File: src/shared/tga_defines.svh
// Constants of the contactless tag activation block.
`ifndef TGA_DEFINES_SVH
`define TGA_DEFINES_SVH
`define TGA_CMD_REQA 8'h26
`define TGA_CMD_WUPA 8'h52
`define TGA_CMD_CL1 8'h93
`define TGA_CMD_CL2 8'h95
`define TGA_NVB_ANTICOLL 8'h20
`define TGA_NVB_SELECT 8'h70
`define TGA_CMD_HLTA 8'h50
`define TGA_CMD_READ 8'h30
`define TGA_CMD_FAST_READ 8'h3A
`define TGA_CMD_WRITE 8'hA2
`define TGA_CMD_COMP_WRITE 8'hA0
`define TGA_CMD_READ_CNT 8'h39
`define TGA_CMD_READ_SIG 8'h3C
`define TGA_CMD_GET_VERSION 8'h60
`define TGA_CMD_PWD_VERIFY 8'h1B
`define TGA_CASCADE_TAG 8'h88
`define TGA_CRC_PRESET 16'h6363
`define TGA_CRC_POLY_REV 16'h8408
`define TGA_RX_MAX_BITS 9'h0A3
`define TGA_TX_MAX_BITS 9'h133
`define TGA_SHORT_FRAME_BITS 9'h008
`define TGA_PARITY_POS 4'h8
`define TGA_LEN_ANTICOLL 5'h02
`define TGA_LEN_SELECT 5'h09
`define TGA_LEN_HLTA 5'h04
`define TGA_LEN_READ 5'h04
`define TGA_LEN_PWD 5'h07
`define TGA_RX_KEEP 7
`endif

File: src/shared/tga_pkg.sv
// Types shared by the tag activation block.
`default_nettype none
package tga_pkg;
   typedef enum logic [2:0] {
      TGA_IDLE,
      TGA_READY1,
      TGA_READY2,
      TGA_ACTIVE,
      TGA_AUTH,
      TGA_HALT
   } tga_state_t;
endpackage
`default_nettype wire

File: src/tga_crc.sv
// Bit-serial 16-bit link CRC, LSB first, reflected polynomial.
`include "tga_defines.svh"
`default_nettype none
module tga_crc (
   // Clock and reset
   input wire logic clk,
   input wire logic rst,
   // Control
   input wire logic clear,
   input wire logic bit_en,
   input wire logic bit_in,
   // Result
   output logic [15:0] crc
);
   wire fb = bit_in ^ crc[0];
   wire [15:0] next_crc = {1'b0, crc[15:1]} ^ (fb ? `TGA_CRC_POLY_REV : 16'h0000);

   always_ff @(posedge clk) begin
      if (rst || clear) begin
         crc <= `TGA_CRC_PRESET;
      end else if (bit_en) begin
         crc <= next_crc;
      end
   end
endmodule
`default_nettype wire

File: src/tga_tag.sv
// Protocol state machine and framing of a passive Type A tag.
// Behaviour
// - Reset enters IDLE, IDLE is wait state.
// - IDLE leaves only on REQA or WUPA.
// - Good HLTA makes HALT the wait state.
// - HALT leaves only on WUPA.
// - Level 1 SELECT moves READY1 to READY2.
// - READ address 0 in READY1 reaches ACTIVE.
// - READY1 error returns to wait state.
// - READY2 answers level 2 anticollision.
// - READ address 0 in READY2 reaches ACTIVE.
// - Level 2 SELECT answered with completion acknowledge.
// - READY2 error returns to wait state.
// - ACTIVE passes memory ops, HLTA halts.
// - Good password verify moves ACTIVE to AUTHENTICATED.
// - AUTHENTICATED grants protected page access.
// - AUTHENTICATED: HLTA halts, error to wait.
// - Start bit, odd parity, LSB first.
// - Multi-byte fields travel low byte first.
// - Frame length limits 163 and 307 bits.
// - Reader sizes bulk read to its frame.
// - CRC, parity, bit count, coding checked.
// - Only reader initiates; answer depends on state.
// - Check bytes are XOR of the four bytes before them, cascade tag included.
`include "tga_defines.svh"
`default_nettype none
module tga_tag
   import tga_pkg::*;
#(
   // Identifier, byte 0 first; the value is arbitrary.
   parameter logic [55:0] UID = 56'h66_55_44_33_22_11_0A,
   parameter logic [15:0] ATQA = 16'h0044,
   parameter logic [7:0] SAK_CL1 = 8'h04,
   parameter logic [7:0] SAK_CL2 = 8'h00
) (
   // Clock and reset
   input wire logic CORE_CLK,
   input wire logic SYS_RST,
   // Link from the reader
   input wire logic LINK_CLK,
   input wire logic LINK_FRAME,
   input wire logic LINK_RX,
   input wire logic LINK_NOINFO,
   // Link to the reader
   output logic LINK_TX_FRAME,
   output logic LINK_TX_DATA,
   // Memory side
   input wire logic [31:0] PWD_VALUE,
   output logic MEM_CMD_VALID,
   output logic [7:0] MEM_CMD_OP,
   output logic [7:0] MEM_CMD_ARG,
   output logic MEM_CMD_AUTH,
   // Status
   output logic [2:0] TAG_STATE
);
   ////////////////////////////////////////////////////////////////////////////////
   logic [3:0] sync1;
   logic [3:0] sync2;
   logic lclk_d;
   logic frame_d;
   always_ff @(posedge CORE_CLK) begin
      if (SYS_RST) begin
         sync1 <= 4'h0;
         sync2 <= 4'h0;
         lclk_d <= 1'b0;
         frame_d <= 1'b0;
      end else begin
         sync1 <= {LINK_NOINFO, LINK_RX, LINK_FRAME, LINK_CLK};
         sync2 <= sync1;
         lclk_d <= sync2[0];
         frame_d <= sync2[1];
      end
   end
   wire lk_rise = sync2[0] & ~lclk_d;
   wire rx_in = sync2[2];
   wire frame_end = frame_d & ~sync2[1];

   ////////////////////////////////////////////////////////////////////////////////
   // Receiver. Frames arriving while the tag answers are ignored, since the
   // reader never speaks before the tag has finished.
   tga_state_t state;
   logic halt_wait;
   logic tx_busy;
   logic [8:0] rx_bits;
   logic [3:0] rx_pos;
   logic [4:0] rx_nbytes;
   logic [7:0] rx_shift;
   logic rx_err;
   logic [7:0] rx_buf [0:`TGA_RX_KEEP-1];
   logic [15:0] rx_crc;
   wire rx_evt = lk_rise & sync2[1] & ~tx_busy;
   wire rx_data_bit = rx_evt && rx_bits != 9'h000 && rx_pos != `TGA_PARITY_POS;
   wire eval = frame_end && rx_bits != 9'h000 && !tx_busy;
   wire par_bad = (^rx_shift ^ rx_in) != 1'b1;
   wire start_bad = rx_bits == 9'h000 && !rx_in;
   wire too_long = rx_bits >= `TGA_RX_MAX_BITS;

   always_ff @(posedge CORE_CLK) begin
      if (SYS_RST || eval || frame_end) begin
         rx_bits <= 9'h000;
         rx_pos <= 4'h0;
         rx_nbytes <= 5'h00;
         rx_err <= 1'b0;
      end else if (rx_evt) begin
         rx_bits <= too_long ? rx_bits : rx_bits + 9'h001;
         rx_err <= rx_err | sync2[3] | start_bad | too_long;
         if (rx_bits != 9'h000 && rx_pos == `TGA_PARITY_POS) begin
            rx_err <= rx_err | sync2[3] | too_long | par_bad;
            rx_pos <= 4'h0;
            rx_nbytes <= rx_nbytes + 5'h01;
         end else if (rx_bits != 9'h000) begin
            rx_shift <= {rx_in, rx_shift[7:1]};
            rx_pos <= rx_pos + 4'h1;
         end
      end
   end

   genvar gi;
   generate
      for (gi = 0; gi < `TGA_RX_KEEP; gi++) begin : g_rxbuf
         always_ff @(posedge CORE_CLK) begin
            if (rx_evt && rx_pos == `TGA_PARITY_POS && rx_nbytes == 5'(gi)) begin
               rx_buf[gi] <= rx_shift;
            end
         end
      end
   endgenerate

   tga_crc u_rx_crc (
      .clk(CORE_CLK),
      .rst(SYS_RST),
      .clear(eval | frame_end),
      .bit_en(rx_data_bit),
      .bit_in(rx_in),
      .crc(rx_crc)
   );

   ////////////////////////////////////////////////////////////////////////////////
   // Command decode.
   wire [7:0] u0 = UID[7:0];
   wire [7:0] u1 = UID[15:8];
   wire [7:0] u2 = UID[23:16];
   wire [7:0] u3 = UID[31:24];
   wire [7:0] u4 = UID[39:32];
   wire [7:0] u5 = UID[47:40];
   wire [7:0] u6 = UID[55:48];
   wire [7:0] bcc0 = `TGA_CASCADE_TAG ^ u0 ^ u1 ^ u2;
   wire [7:0] bcc1 = u3 ^ u4 ^ u5 ^ u6;
   wire [7:0] b0 = rx_buf[0];
   wire [7:0] b1 = rx_buf[1];
   wire is_short = rx_bits == `TGA_SHORT_FRAME_BITS && !rx_err;
   wire [7:0] short_cmd = {1'b0, rx_shift[7:1]};
   wire is_reqa = is_short && short_cmd == `TGA_CMD_REQA;
   wire is_wupa = is_short && short_cmd == `TGA_CMD_WUPA;
   wire full = !is_short && !rx_err && rx_pos == 4'h0;
   wire crc_ok = full && rx_crc == 16'h0000 && rx_nbytes > 5'h02;
   wire [39:0] sel_body = {rx_buf[6], rx_buf[5], rx_buf[4], rx_buf[3], rx_buf[2]};
   wire anti1 = full && rx_nbytes == `TGA_LEN_ANTICOLL && b0 == `TGA_CMD_CL1
      && b1 == `TGA_NVB_ANTICOLL;
   wire anti2 = full && rx_nbytes == `TGA_LEN_ANTICOLL && b0 == `TGA_CMD_CL2
      && b1 == `TGA_NVB_ANTICOLL;
   wire sel_len = crc_ok && rx_nbytes == `TGA_LEN_SELECT && b1 == `TGA_NVB_SELECT;
   wire sel1 = sel_len && b0 == `TGA_CMD_CL1
      && sel_body == {bcc0, u2, u1, u0, `TGA_CASCADE_TAG};
   wire sel2 = sel_len && b0 == `TGA_CMD_CL2 && sel_body == {bcc1, u6, u5, u4, u3};
   wire hlta = crc_ok && rx_nbytes == `TGA_LEN_HLTA && b0 == `TGA_CMD_HLTA
      && b1 == 8'h00;
   wire read0 = crc_ok && rx_nbytes == `TGA_LEN_READ && b0 == `TGA_CMD_READ
      && b1 == 8'h00;
   wire [31:0] pwd_rx = {rx_buf[4], rx_buf[3], rx_buf[2], rx_buf[1]};
   wire pwd_ok = crc_ok && rx_nbytes == `TGA_LEN_PWD && b0 == `TGA_CMD_PWD_VERIFY
      && pwd_rx == PWD_VALUE;
   // Range reads go out unchecked in length; the reader must size the range.
   wire mem_op = crc_ok && (b0 == `TGA_CMD_READ || b0 == `TGA_CMD_FAST_READ
      || b0 == `TGA_CMD_WRITE || b0 == `TGA_CMD_COMP_WRITE || b0 == `TGA_CMD_READ_CNT
      || b0 == `TGA_CMD_READ_SIG || b0 == `TGA_CMD_GET_VERSION);
   wire tga_state_t wait_state = halt_wait ? TGA_HALT : TGA_IDLE;

   ////////////////////////////////////////////////////////////////////////////////
   // State walk. Every move is caused by a reader frame; the tag never starts.
   tga_state_t next_state;
   logic next_halt;
   logic load_tx;
   logic fire_mem;
   logic [55:0] next_tx;
   logic [2:0] next_len;
   logic next_crc_on;
   always_comb begin
      next_state = state;
      next_halt = halt_wait;
      load_tx = 1'b0;
      fire_mem = 1'b0;
      next_tx = 56'h0;
      next_len = 3'h0;
      next_crc_on = 1'b0;
      if (eval) begin
         unique case (state)
            TGA_IDLE, TGA_HALT: begin
               if (is_wupa || (is_reqa && state == TGA_IDLE)) begin
                  next_state = TGA_READY1;
                  load_tx = 1'b1;
                  next_tx = {40'h0, ATQA};
                  next_len = 3'h2;
               end
            end
            TGA_READY1: begin
               if (anti1) begin
                  load_tx = 1'b1;
                  next_tx = {16'h0, bcc0, u2, u1, u0, `TGA_CASCADE_TAG};
                  next_len = 3'h5;
               end else if (sel1) begin
                  next_state = TGA_READY2;
                  load_tx = 1'b1;
                  next_tx = {48'h0, SAK_CL1};
                  next_len = 3'h1;
                  next_crc_on = 1'b1;
               end else if (read0) begin
                  next_state = TGA_ACTIVE;
                  fire_mem = 1'b1;
               end else begin
                  next_state = wait_state;
               end
            end
            TGA_READY2: begin
               if (anti2) begin
                  load_tx = 1'b1;
                  next_tx = {16'h0, bcc1, u6, u5, u4, u3};
                  next_len = 3'h5;
               end else if (sel2) begin
                  next_state = TGA_ACTIVE;
                  load_tx = 1'b1;
                  next_tx = {48'h0, SAK_CL2};
                  next_len = 3'h1;
                  next_crc_on = 1'b1;
               end else if (read0) begin
                  next_state = TGA_ACTIVE;
                  fire_mem = 1'b1;
               end else begin
                  next_state = wait_state;
               end
            end
            TGA_ACTIVE, TGA_AUTH: begin
               if (hlta) begin
                  next_state = TGA_HALT;
                  next_halt = 1'b1;
               end else if (pwd_ok && state == TGA_ACTIVE) begin
                  next_state = TGA_AUTH;
               end else if (mem_op) begin
                  fire_mem = 1'b1;
               end else begin
                  next_state = wait_state;
               end
            end
         endcase
      end
   end

   always_ff @(posedge CORE_CLK) begin
      if (SYS_RST) begin
         state <= TGA_IDLE;
         halt_wait <= 1'b0;
         MEM_CMD_VALID <= 1'b0;
         MEM_CMD_OP <= 8'h00;
         MEM_CMD_ARG <= 8'h00;
         MEM_CMD_AUTH <= 1'b0;
      end else begin
         state <= next_state;
         halt_wait <= next_halt;
         MEM_CMD_VALID <= fire_mem;
         if (fire_mem) begin
            MEM_CMD_OP <= b0;
            MEM_CMD_ARG <= b1;
            MEM_CMD_AUTH <= state == TGA_AUTH;
         end
      end
   end
   assign TAG_STATE = state;

   ////////////////////////////////////////////////////////////////////////////////
   // Transmitter. Answers are short, so the 307-bit ceiling is never reached.
   logic [55:0] tx_buf;
   logic [2:0] tx_len;
   logic tx_crc_on;
   logic [2:0] tx_idx;
   logic [3:0] tx_pos;
   logic tx_first;
   logic [15:0] tx_crc;
   wire [2:0] tx_total = tx_len + (tx_crc_on ? 3'h2 : 3'h0);
   wire [7:0] tx_cur = tx_idx < tx_len ? tx_buf[{tx_idx, 3'b000} +: 8]
      : (tx_idx == tx_len ? tx_crc[7:0] : tx_crc[15:8]);
   wire tx_step = lk_rise & tx_busy & ~tx_first & (tx_idx != tx_total);
   wire tx_feed = tx_step && tx_idx < tx_len && tx_pos != `TGA_PARITY_POS;

   always_ff @(posedge CORE_CLK) begin
      if (SYS_RST) begin
         tx_busy <= 1'b0;
         tx_first <= 1'b0;
         tx_idx <= 3'h0;
         tx_pos <= 4'h0;
         tx_len <= 3'h0;
         tx_crc_on <= 1'b0;
         tx_buf <= 56'h0;
         LINK_TX_FRAME <= 1'b0;
         LINK_TX_DATA <= 1'b0;
      end else if (load_tx) begin
         tx_busy <= 1'b1;
         tx_first <= 1'b1;
         tx_idx <= 3'h0;
         tx_pos <= 4'h0;
         tx_len <= next_len;
         tx_crc_on <= next_crc_on;
         tx_buf <= next_tx;
      end else if (lk_rise && tx_busy) begin
         if (tx_first) begin
            tx_first <= 1'b0;
            LINK_TX_FRAME <= 1'b1;
            LINK_TX_DATA <= 1'b1;
         end else if (tx_idx == tx_total) begin
            tx_busy <= 1'b0;
            LINK_TX_FRAME <= 1'b0;
            LINK_TX_DATA <= 1'b0;
         end else if (tx_pos == `TGA_PARITY_POS) begin
            LINK_TX_DATA <= ~^tx_cur;
            tx_pos <= 4'h0;
            tx_idx <= tx_idx + 3'h1;
         end else begin
            LINK_TX_DATA <= tx_cur[tx_pos[2:0]];
            tx_pos <= tx_pos + 4'h1;
         end
      end
   end

   tga_crc u_tx_crc (
      .clk(CORE_CLK),
      .rst(SYS_RST),
      .clear(load_tx),
      .bit_en(tx_feed),
      .bit_in(tx_cur[tx_pos[2:0]]),
      .crc(tx_crc)
   );
endmodule
`default_nettype wire

File: config.mk
export PLATFORM = sky130hd
export DESIGN_NAME = tga_tag
export DESIGN_NICKNAME = d
export VERILOG_FILES = /design/src/shared/tga_pkg.sv /design/src/tga_crc.sv /design/src/tga_tag.sv
export VERILOG_INCLUDE_DIRS = /design/src /design/src/shared
export SDC_FILE = /design/constraint.sdc
export NUM_CORES = 1
export LEC_CHECK = 0
export BUFFER_PORTS_ARGS = -buffer_cell sky130_fd_sc_hd__buf_2
export CORE_MARGIN = 8
export CORE_UTILIZATION = 30
export DETAILED_ROUTE_END_ITERATION = 8
export HOLD_SLACK_MARGIN = 0.02
export MAX_ROUTING_LAYER = met4
export PLACE_DENSITY = 0.47
export REMOVE_ABC_BUFFERS = 1
export SKIP_CTS_REPAIR_TIMING = 1
export SLEW_MARGIN = 20
export SYNTH_ARGS = -nofsm -noshare
export SYNTH_HDL_FRONTEND = slang
export SYNTH_SLANG_ARGS = --single-unit
File: constraint.sdc
create_clock -name CORE_CLK -period 7.55 [get_ports CORE_CLK]
set_input_delay 2.265 -clock CORE_CLK [delete_from_list [all_inputs] [get_ports CORE_CLK]]
set_output_delay 2.265 -clock CORE_CLK [all_outputs]
set_load 0.005 [all_outputs]
[Word level (Yosys, flattened, before mapping)]
Memory sizes are Yosys's and may differ from the RTL's.
Index checks and enable logic that the tools add are counted.
Cells by class
  divide/modulo/power cells: 0
  $lt $le $gt $ge: 4
  bitwise operators: 28
  muxes and demuxes: 98
  reduce and logical (&&, ||, !) cells: 94
  equality and inequality tests: 44
  shift operators: 1
  $mul: 0
  add/subtract/negate cells: 6
Operator list (number)
  40-bit case mux with 3 select lines: 1
  40-bit 2-to-1 mux: 2
  8-bit 2-to-1 mux: 8
  3-bit 2-to-1 mux: 20
  56-bit by 7-bit indexed part select with 8-bit output: 1
  1-bit 2-to-1 mux: 52
  8-bit OR reduction: 6
  1-bit logical AND: 46
  40-bit by 39-bit equality test with 1-bit output, second input constant: 1
  40-bit equality test, second input constant: 1
  8-bit by 6-bit equality test with 1-bit output, second input constant: 5
  39-bit 2-to-1 mux: 1
  32-bit equality test: 1
  8-bit equality test, second input constant: 4
  16-bit 2-to-1 mux: 2
  15-bit by 16-bit XOR with 16-bit output: 2
  8-bit by 7-bit equality test with 1-bit output, second input constant: 3
  5-bit by 3-bit equality test with 1-bit output, second input constant: 4
  16-bit logical NOT: 1
  4-bit 2-to-1 mux: 3
  4-bit inequality test, second input constant: 3
  3-bit case mux with 4 select lines: 1
  3-bit AND reduction: 4
  1-bit logical OR: 11
  48 further kinds: 92
Storage, ports and cells
  memory bits (writable): 56
  logic and storage cells: 302
  output and inout bits: 23
  latch bits: 0
  register bits: 162
  memories kept: 1
  ROM bits: 0
  input port bits: 38
Memory list
  rx_buf: words 7, width 8, read ports 7, clocked after memory_dff 0, write ports 1, RTL line tga_tag.sv:89  | logic [7:0] rx_buf [0:`TGA_RX_KEEP-1];

[Depth between registers and ports, before layout]
Gate-level depths: netlist of run 1.
  depth after elaboration: 17
  depth in mapped cells: 13
  gate-level depth less buffers: 10

[Cells and area by module]
From an unflattened synthesis of run 1, not the netlist that was laid out.
Second synthesis, totals
  cell total of the unflattened synthesis: 830
  area total of the unflattened synthesis: 8495.6 um^2
By module, submodules not included
  tga_tag: times used 1, seq. area each 3303.2 um^2, cells each 684, area an instance 7004.2 um^2
  tga_crc: times used 2, seq. area each 320.3 um^2, cells each 73, area an instance 745.7 um^2

[Worst setup path after synthesis of run 1]
No wires, ideal clock.
  kind: input to register
  start point: input SYS_RST
  end point: register rx_shift[0], enable pin
  stages: 3
  data required time: 7167 ps
  setup time: 383 ps
  path slack: 3970 ps
  arrival: 3196 ps
  buffers on the path: 1
  path through: nand2b_1 -> buf_1 -> nor3_1
On the way
  longest elaborated chain between the ends: 4
Ends and longest elaborated chain
  start: declaration: RTL line tga_tag.sv:38  | input wire logic SYS_RST,
  1-bit logical OR (2 in series): RTL line tga_tag.sv:99  | if (SYS_RST || eval || frame_end) begin
  1-bit inverter (no line)
  4-bit AND reduction (no line)
  end signal: assignment: RTL line tga_tag.sv:112  | rx_shift <= {rx_in, rx_shift[7:1]};
  end: declaration: RTL line tga_tag.sv:87  | logic [7:0] rx_shift;
Every way passes these cells.
A chain may end at the register's enable or synchronous reset.

[Final worst setup path of run 1]
  start point: input SYS_RST
  end point: register rx_shift[5], enable pin
Same word-level chain as after synthesis.

==> summary.txt, run 1 <==
Outcome -> completed
Initial antenna violation count -> 0
Worst EP required -> 7.60 ns
WL/cell -> 17.66 um
Final ANT Viol Nets -> 0
TritonCTS clock tree -> yes
Post-Syn Area -> 8024 sq um
Place WS -> 3.158 ns
Synth cell types -> 66
Crit Reg-Reg Startpoint -> tx_idx[1]
Ys async rst share -> 0
PwrDens -> 197.1 nW/um^2
DRC errors left -> 0
Grt met2 use -> 0.2117
Worst slew pin tran -> 1.031 ns
Die ar. -> 32,240 sq um
Final setup violation count -> 0
Critical Path AT -> 3.96 ns
Nets -> 898
CP Capture Type -> register
GR met1 Demand/Resource -> 0.1755
First-pass GRT wire length -> 33,620 um
Peak Freq -> 255.4 MHz
Mean area per synthesized cell -> 10.07 sq um
Post-DP HPWL -> 15,270 um
Clk Tree Root Cell -> clkbuf_16
TritonCTS sink count -> 165
Htree depth -> 4
Yosys top cell area share -> 0.2520
Synth Warn # -> 0
Port Buffer Count -> 60
Slew Viols, Final -> 0
Vias in the first global route -> 5,877
Post-synthesis sequential area ratio -> 0.4915
Clock-pin transition on the worst setup and hold timing paths -> 0.07 ns
TNS Setup -> 0 ns
Placeable Area -> 26,580 sq um
Height of the die -> 179.5 um
Met3 usage -> 0.03004
Initial core utilization -> 0.3019
Hold Path Class -> register to register
Synth Register Bits -> 165
Fillers -> 2,758
Crit start category -> input pin
Reg-to-reg slack, setup -> 4.30 ns
Most common cell after layout, fill and taps aside -> dfxtp_1
Routability cong. -> 0.8127
Worst setup endpoint -> rx_shift[5]
GRT overflow -> 0
Site Rows -> 60
RSZ-0062 raised after global routing -> no
Max IR drop VDD -> 156.0 uV
Post-synth EDFFs -> 64
Most frequent cells in the layout -> dfxtp_1 (101), nand2_1 (75), edfxtp_1 (64)
Clock skew -> 0.01582 ns
Final WL -> 21,180 um
Clock Latency Late Sink -> 0.43 ns
Initial DRC count -> 500
Dominant cells by area after synthesis -> dfxtp_1 (25%), edfxtp_1 (24%), xnor2_1 (5.3%)
P_leak -> 0.003175 uW
R2R Path End -> u_tx_crc.crc[10]
Crit path time final -> 3.916 ns
Worst Setup SP -> SYS_RST
Cell accounting for the most synthesized area -> dfxtp_1
DRT Pass-1 Iters -> 4
Worst Slack Setup Final -> 3.634 ns
Die extent in x -> 179.5 um
Via count -> 5,996
Post-route cell area -> 9185 sq um
Post-Place Cells -> 1,167
Layer with the highest usage -> met2
Slew HR -> 0.3074
Total CTS buffers -> 17
Tot GR Track Use -> 0.1357
Layout overhead on the synthesized area -> 14.47%
CP Class -> input pin to register
Share of cells above drive strength 1 -> 0.1375
Pwr Total -> 1810 uW
Final Cycle Share -> 0.5187
Syn Inst Count -> 797
Reg2reg path depth -> 9
Hold Vio Cnt, Final -> 0
Placed Area -> 8601 sq um
Final std cells w/o fill -> 1,199
Clock buffer depth -> 2
Max-Cap Viols -> 0
Via/cell ratio -> 5.001
Final antenna diode count -> 0
Ys flop type -> dfxtp_1
CP Max Fanout -> 47
Io pins -> 61
Pin count of the biggest net entering global routing -> 48
-- sequential cells by signal, indices dropped and copies added, names as in the netlist, 2 cells and up --
| name | count |
|---|---|
| rx_pos | 4 |
| tx_idx | 3 |
| sync1 | 4 |
| rx_buf | 56 |
| MEM_CMD_OP | 8 |
| rx_bits | 9 |
| u_rx_crc.crc | 16 |
| MEM_CMD_ARG | 8 |
| TAG_STATE | 3 |
| sync2 | 4 |
| rx_nbytes | 5 |
| u_tx_crc.crc | 16 |
| rx_shift | 8 |
| tx_len | 2 |
| tx_buf | 4 |
| tx_pos | 4 |
-- cell families (layout without fill, tap and decap cells) --
logic type	after synthesis	in the layout	share of synthesized area
AND/OR/NAND/NOR	339	339	0.2322
flip-flops	165	165	0.4915
AO/OA/AOI/OAI	116	116	0.09106
XOR/XNOR	69	69	0.07875
buffers and inverters	56	117	0.03228
multiplexers	37	37	0.05083
adder cells (fa/ha/maj)	15	15	0.02339
-- report_power, final --
part           internal [uW]  switching (uW)  total, uW  leakage [uW]
registers                919            1.20        920       0.00139
logic                   17.1            20.1       37.2       0.00150
clock network            442             410        852      0.000281
-- metal layers --
layer  share of wire  vias up
met5               0        -
met1            0.47     2910
met2            0.47      103
met4           0.013        0
li1                -     2966
met3           0.045       17
-- Yosys cell counts (16+ instances only) --
master and number:
dfxtp_1 101, nand2_1 75, edfxtp_1 64, nor2_1 56
a21oi_1 51, xnor2_1 49, nand3_1 40, mux2i_1 34
o21ai_0 31, nand4_1 26, nor3_1 25, clkbuf_1 21
inv_1 20, xor2_1 18, nor2b_1 16
-- worst min path at each step --
stage	from	endpoint	slack (ns)	cells after the start
2_1_floorplan	sync1[0]	sync2[0]	0.41	1
6_report	sync1[0]	sync2[0]	0.44	1
3_5_place_dp	sync1[0]	sync2[0]	0.42	1
4_1_cts	sync1[0]	sync2[0]	0.44	1
3_3_place_gp	sync1[0]	sync2[0]	0.42	1
5_1_grt	sync1[1]	sync2[1]	0.46	1
-- per-stage QoR --
stage / hold WS, ns / utilization
2_1_floorplan: 0.4138 / -
3_3_place_gp: 0.4203 / 0.3236
3_5_place_dp: 0.4237 / 0.3236
4_1_cts: 0.4410 / 0.3454
5_1_grt: 0.4613 / 0.3456
6_report: 0.4381 / 0.3456
-- area by class of cell --
class	instances	area [sq um]	area share
clock buffer	18	429.2	0.04672
clock inverter	14	148.9	0.01621
timing repair buffer	64	330.3	0.03596
inverter	21	78.83	0.008582
multi-input combinational	576	3827	0.4167
tap	341	426.7	0.04645
sequential	165	3944	0.4294
-- worst max-delay path, stage by stage --
cell and delay (ns):
buf_2 0.10, buf_4 0.26, nand2b_1 0.21, buf_4 0.23, nor3_1 0.86
(Power assumes the default switching activity.)
==> run 2, diff against run 1 <==
- clock period: 7.55 -> 3.63 ns (I/O delays scaled with it)
==> run 2 against run 1 <==
  * Sequential power increased by 110%
  * Worst hold slack improved by 0.00067 ns
  * Register-to-register slack got worse by 3.8 ns
  * First-iteration DRC count decreased by 21%
  * Clock skew increased by 0.0028 ns
  * Clock power increased by 120%
  * Non-clock buffer count increased by 12
  * Global-route usage increased by 0.11 points
==> summary.txt, run 2 (same netlist as run 1, synthesis figures left out) <==
Final Cycle Share -> 0.8713
Critical Path AT -> 3.53 ns (-0.43 ns)
Crit path time final -> 3.163 ns
Worst slew pin tran -> 0.7592 ns (-0.2717 ns)
TritonCTS clock tree -> yes
Most frequent cells in the layout -> dfxtp_1 (101), nand2_1 (75), edfxtp_1 (64)
Layout overhead on the synthesized area -> 15.81%
Crit-path slowest cell -> dfxtp_1
Top sig layer -> met4
P_int -> 2939 uW (+110%)
Pin count of the biggest net entering global routing -> 29 (-40%)
Final WL -> 21,380 um (+0.94%)
Clock Latency Late Sink -> 0.44 ns (about the same)
Critical path's top delay family -> multiplexers
Final ANT Viol Nets -> 0 (unchanged)
Peak Freq -> 316.2 MHz
Placeable Area -> 26,580 sq um (unchanged)
Nets -> 910 (+1.3%)
RSZ-0062 raised after global routing -> no
Vias in the first global route -> 5,933 (+0.95%)
Crit-path cells -> ha_1 -> nor2b_1 -> o21a_1 -> or2_1 -> mux2i_1 -> mux4_2 -> a22oi_2 -> xnor3_1 -> a21oi_1
Hold Path Class -> register to register
Height of the die -> 179.5 um (unchanged)
Crit start category -> register
First-pass GRT wire length -> 34,020 um (+1.2%)
Via count -> 5,973 (-0.38%)
Max-Cap Viols -> 0 (unchanged)
Critical Path Stages -> 9 (+4)
Largest Register -> rx_buf
Hold Vio Cnt, Final -> 0 (unchanged)
Site Rows -> 60 (unchanged)
Tot GR Track Use -> 0.1368 (+0.001080)
DRC errors left -> 0 (unchanged)
Die ar. -> 32,240 sq um (unchanged)
Clock-pin transition on the worst setup and hold timing paths -> 0.07 ns (about the same)
Met2 wire len -> 10,020 um (about the same)
Initial antenna violation count -> 1 (+1)
Io pins -> 61 (unchanged)
Initial core utilization -> 0.3019 (unchanged)
Worst EP required -> 4.00 ns (-3.60 ns)
Htree depth -> 4 (unchanged)
Most common cell after layout, fill and taps aside -> dfxtp_1
Post-route cell area -> 9293 sq um (+1.2%)
TNS Setup -> 0 ns (unchanged)
DRT Pass-1 Iters -> 5 (+1)
Initial DRC count -> 396 (-21%)
Sw Share -> 0.2358 (-0.002515)
Routability cong. -> 0.8263 (+1.7%)
Reg2reg path depth -> 9 (unchanged)
Worst path bufs/invs -> 0 (-3)
Hold depth -> 1 (unchanged)
Slowest Stage Delay on Critical Path -> 0.59 ns (-0.27 ns)
Post-DP HPWL -> 15,830 um (+3.7%)
CP Class -> register to register
Net Switching -> 907.0 uW (+110%)
M1 WL -> 10,290 um (+3.3%)
Outcome -> completed
GRT overflow -> 0 (unchanged)
Clock skew -> 0.01862 ns (+0.002799 ns)
Max IR drop VDD -> 293.5 uV (+88%)
Total CTS buffers -> 17 (unchanged)
Seq pwr share -> 0.498 (-0.010)
Port Buffer Count -> 60 (unchanged)
Fillers -> 2,745 (-0.47%)
Clock buffer depth -> 2 (unchanged)
Combinational group share of total power -> 0.020 (about the same)
Met3 wire length -> 796 um (-16%)
CP Capture Type -> register
Max FFs per register -> 56 (unchanged)
Via/cell ratio -> 4.928 (-1.5%)
CP Max Fanout -> 14 (-70%)
Final setup violation count -> 0 (unchanged)
P_leak -> 0.003248 uW (+2.3%)
Clk Tree Root Cell -> clkbuf_16
Top flop regs -> rx_buf: 56 flops, u_rx_crc.crc: 16 flops, u_tx_crc.crc: 16 flops
Clk pwr share -> 0.482 (+0.011)
Share of cells above drive strength 1 -> 0.1506 (+0.01305)
Die extent in x -> 179.5 um (unchanged)
WL/cell -> 17.64 um (-0.14%)
PwrDens -> 413.9 nW/um^2 (+110%)
TritonCTS sink count -> 165 (unchanged)
Slew HR -> 0.4867 (+0.1793)
Placed Area -> 8691 sq um (+1.0%)
Slew Viols, Final -> 0 (unchanged)
run 2: final timing paths:
check                           startpoint              end  slack [ns]
worst max-delay path             tx_idx[1]  u_tx_crc.crc[3]        0.47
worst min-delay path              sync1[1]         sync2[1]        0.44
worst max register to register   tx_idx[1]  u_tx_crc.crc[3]        0.47
worst min register to register    sync1[1]         sync2[1]        0.44
run 2: final cells by class:
cell class,count,area [sq um],area share
Timing Repair Buffer,76,420.4,0.04524
Inverter,21,78.83,0.008483
Tap cell,341,426.7,0.04591
Clock inverter,15,173.9,0.01872
Clock buffer,17,425.4,0.04578
Multi-Input combinational cell,576,3821,0.4112
Sequential cell,165,3944,0.4244
Antenna cell,1,2.502,0.0002693
run 2: layer usage:
layer  vias up  GRT usage
met5         -          -
met4         0    0.03635
met3        19    0.03085
met2        95     0.2184
met1      2863     0.1726
li1       2996          -
run 2: power groups by stage:
stage,Clock (uW),Sequential (uW),Combinational (uW)
final,1850,1910,78.8
after global routing,1970,1910,86.3
after CTS,1890,1910,80.8
after detailed placement,0,1960,80.8
after global placement,0,1960,80.0
after floorplan,0,1960,35.3
run 2: stage by stage:
stage               hold slack, ns  instances  worst slack (ns)  total power [uW]    util
detailed placement          0.4252       1179            0.4668              2037  0.3270
floorplan                   0.4138        762            0.7979              1991       -
CTS                         0.4431       1211            0.4594              3889  0.3496
global route                0.4606       1212            0.1835              3973  0.3497
finish                      0.4388       1212            0.4673              3846  0.3497
global placement            0.4183       1179            0.5686              2036  0.3270
==> run 3, diff against run 2 <==
- SETUP_SLACK_MARGIN: unset -> 0.5
- SLEW_MARGIN: 20 -> 0
==> run 3 against run 2 <==
  * Critical path depth is 2 higher
  * Clock skew hardly changed
  * Worst hold slack is essentially flat
  * Count of clock-buffer cells in the layout did not move
  * Combinational power about the same
  * First-iteration DRC count down 0.76%
  * Utilization up 0.14 points
  * Worst setup slack better by 0.32 ns
==> summary.txt, run 3 (same netlist as run 1, synthesis figures left out) <==
Clk pwr share -> 0.482 (about the same)
Worst Slack Setup Final -> 0.7849 ns (+0.3176 ns)
Nets -> 912 (+0.22%)
Htree depth -> 4 (unchanged)
Clock buffer depth -> 2 (unchanged)
Largest Register -> rx_buf
Die ar. -> 32,240 sq um (unchanged)
CP Class -> register to register
TritonCTS clock tree -> yes
GRT overflow -> 0 (unchanged)
Final WL -> 21,450 um (+0.34%)
Critical path's top delay family -> compound AO/OA/AOI/OAI gates
Via/cell ratio -> 4.922 (-0.13%)
Placed Area -> 8691 sq um (unchanged)
Layer with the highest usage -> met2
Worst EP required -> 3.98 ns (-0.02 ns)
Vias in the first global route -> 5,933 (unchanged)
Final Cycle Share -> 0.7838 (-0.08750)
Height of the die -> 179.5 um (unchanged)
Slew Viols, Final -> 0 (unchanged)
Crit-path cells -> inv_1 -> ha_1 -> nor2b_1 -> o21a_1 -> or2_4 -> mux2i_1 -> mux4_2 -> a22oi_2 -> buf_4 -> nand3_1 -> a31oi_1
DRT Pass-1 Iters -> 5 (unchanged)
Crit-path slowest cell -> mux4_2
Die extent in x -> 179.5 um (unchanged)
Clock Latency Late Sink -> 0.43 ns (about the same)
Met3 usage -> 0.03085 (unchanged)
Total CTS buffers -> 17 (unchanged)
Combinational group share of total power -> 0.021 (about the same)
Final ANT Viol Nets -> 0 (unchanged)
CP Capture Type -> register
Routability cong. -> 0.8263 (unchanged)
Post-route cell area -> 9329 sq um (+0.39%)
Slew HR -> 0.4786 (-0.008081)
Post-DP HPWL -> 15,830 um (unchanged)
Top flop regs -> rx_buf: 56 flops, u_rx_crc.crc: 16 flops, u_tx_crc.crc: 16 flops
Sw Share -> 0.2356 (-0.0002530)
Hold Vio Cnt, Final -> 0 (unchanged)
Clock-pin transition on the worst setup and hold timing paths -> 0.08 ns (about the same)
Via count -> 5,975 (+0.033%)
PwrDens -> 412.1 nW/um^2 (-0.44%)
Max FFs per register -> 56 (unchanged)
Grt met2 use -> 0.2184 (unchanged)
Most frequent cells in the layout -> dfxtp_1 (99), nand2_1 (75), edfxtp_1 (64)
Max IR drop VDD -> 292.3 uV (-0.41%)
CP Max Fanout -> 12 (-2)
Initial antenna violation count -> 1 (unchanged)
Worst path bufs/invs -> 2 (+2)
TritonCTS sink count -> 165 (unchanged)
Peak Freq -> 351.5 MHz (+11%)
Clock skew -> 0.01832 ns (-0.0002937 ns)
Outcome -> completed
Slowest Stage Delay on Critical Path -> 0.49 ns (-0.10 ns)
Initial core utilization -> 0.3019 (unchanged)
Max-Cap Viols -> 0 (unchanged)
Critical Path AT -> 3.20 ns (-0.33 ns)
Port Buffer Count -> 60 (unchanged)
Seq pwr share -> 0.498 (about the same)
Io pins -> 61 (unchanged)
Tot GR Track Use -> 0.1368 (unchanged)
TNS Setup -> 0 ns (unchanged)
Pwr Total -> 3844 uW (about the same)
DRC errors left -> 0 (unchanged)
WL/cell -> 17.67 um (+0.17%)
Clk Tree Root Cell -> clkbuf_16
Placeable Area -> 26,580 sq um (unchanged)
RSZ-0062 raised after global routing -> no
Hold Path Class -> register to register
First-pass GRT wire length -> 34,020 um (unchanged)
Crit path time final -> 2.845 ns (-0.3176 ns)
Fillers -> 2,749 (+0.15%)
Share of cells above drive strength 1 -> 0.1583 (+0.007682)
Place WS -> 0.4668 ns (unchanged)
Most common cell after layout, fill and taps aside -> dfxtp_1
P_int -> 2939 uW (about the same)
Final std cells w/o fill -> 1,214 (+0.17%)
Worst slew pin tran -> 0.7805 ns (+0.02121 ns)
Final setup violation count -> 0 (unchanged)
GR met1 Demand/Resource -> 0.1726 (unchanged)
Layout overhead on the synthesized area -> 16.26%
P_leak -> 0.003270 uW (+0.69%)
Initial DRC count -> 393 (-0.76%)
Site Rows -> 60 (unchanged)
Pin count of the biggest net entering global routing -> 29 (unchanged)
Crit start category -> register
Net Switching -> 905.5 uW (-0.16%)
Post-Place Cells -> 1,179 (unchanged)
[run 3: power groups by stage]
stage                     Clock [uW]  Combinational, uW  Sequential (uW)
after floorplan                    0               35.3             1960
after global routing            1970               86.3             1910
after global placement             0               80.0             1960
final                           1850               79.0             1910
after detailed placement           0               80.8             1960
after CTS                       1890               80.8             1910
[run 3: worst register-to-register path: stages (launching register included)]
cell     delay, ns
dfxtp_1       0.39
inv_1         0.06
ha_1          0.31
nor2b_1       0.14
o21a_1        0.19
or2_4         0.30
mux2i_1       0.17
mux4_2        0.49
a22oi_2       0.29
buf_4         0.17
nand3_1       0.07
a31oi_1       0.19
[run 3: metrics by stage]
stage	hold WS, ns	util
2_1_floorplan	0.4138	-
3_3_place_gp	0.4183	0.3270
3_5_place_dp	0.4252	0.3270
4_1_cts	0.4431	0.3496
5_1_grt	0.4606	0.3510
6_report	0.4388	0.3510
[run 3: final timing paths]
path	start	end	slack, ns	depth (start not counted)
max	tx_len[1]	u_tx_crc.crc[15]	0.78	11
min	sync1[1]	sync2[1]	0.44	1
max reg2reg	tx_len[1]	u_tx_crc.crc[15]	0.78	11
min reg2reg	sync1[1]	sync2[1]	0.44	1
[run 3: cell type report]
type	count	area, sq um	share of cell area
antenna	1	2.502	0.0002682
clock buffer	17	425.4	0.04560
inverter	21	78.83	0.008450
sequential	165	3949	0.4233
multi-input combinational	576	3837	0.4113
clock inverter	15	173.9	0.01864
timing repair buffer	78	435.4	0.04667
tap	341	426.7	0.04573
[run 3: routing by layer]
metal	share of wire	up-vias
met4	0.013	0
met3	0.037	19
met1	0.48	2847
met2	0.47	105
met5	0	-
li1	-	3004
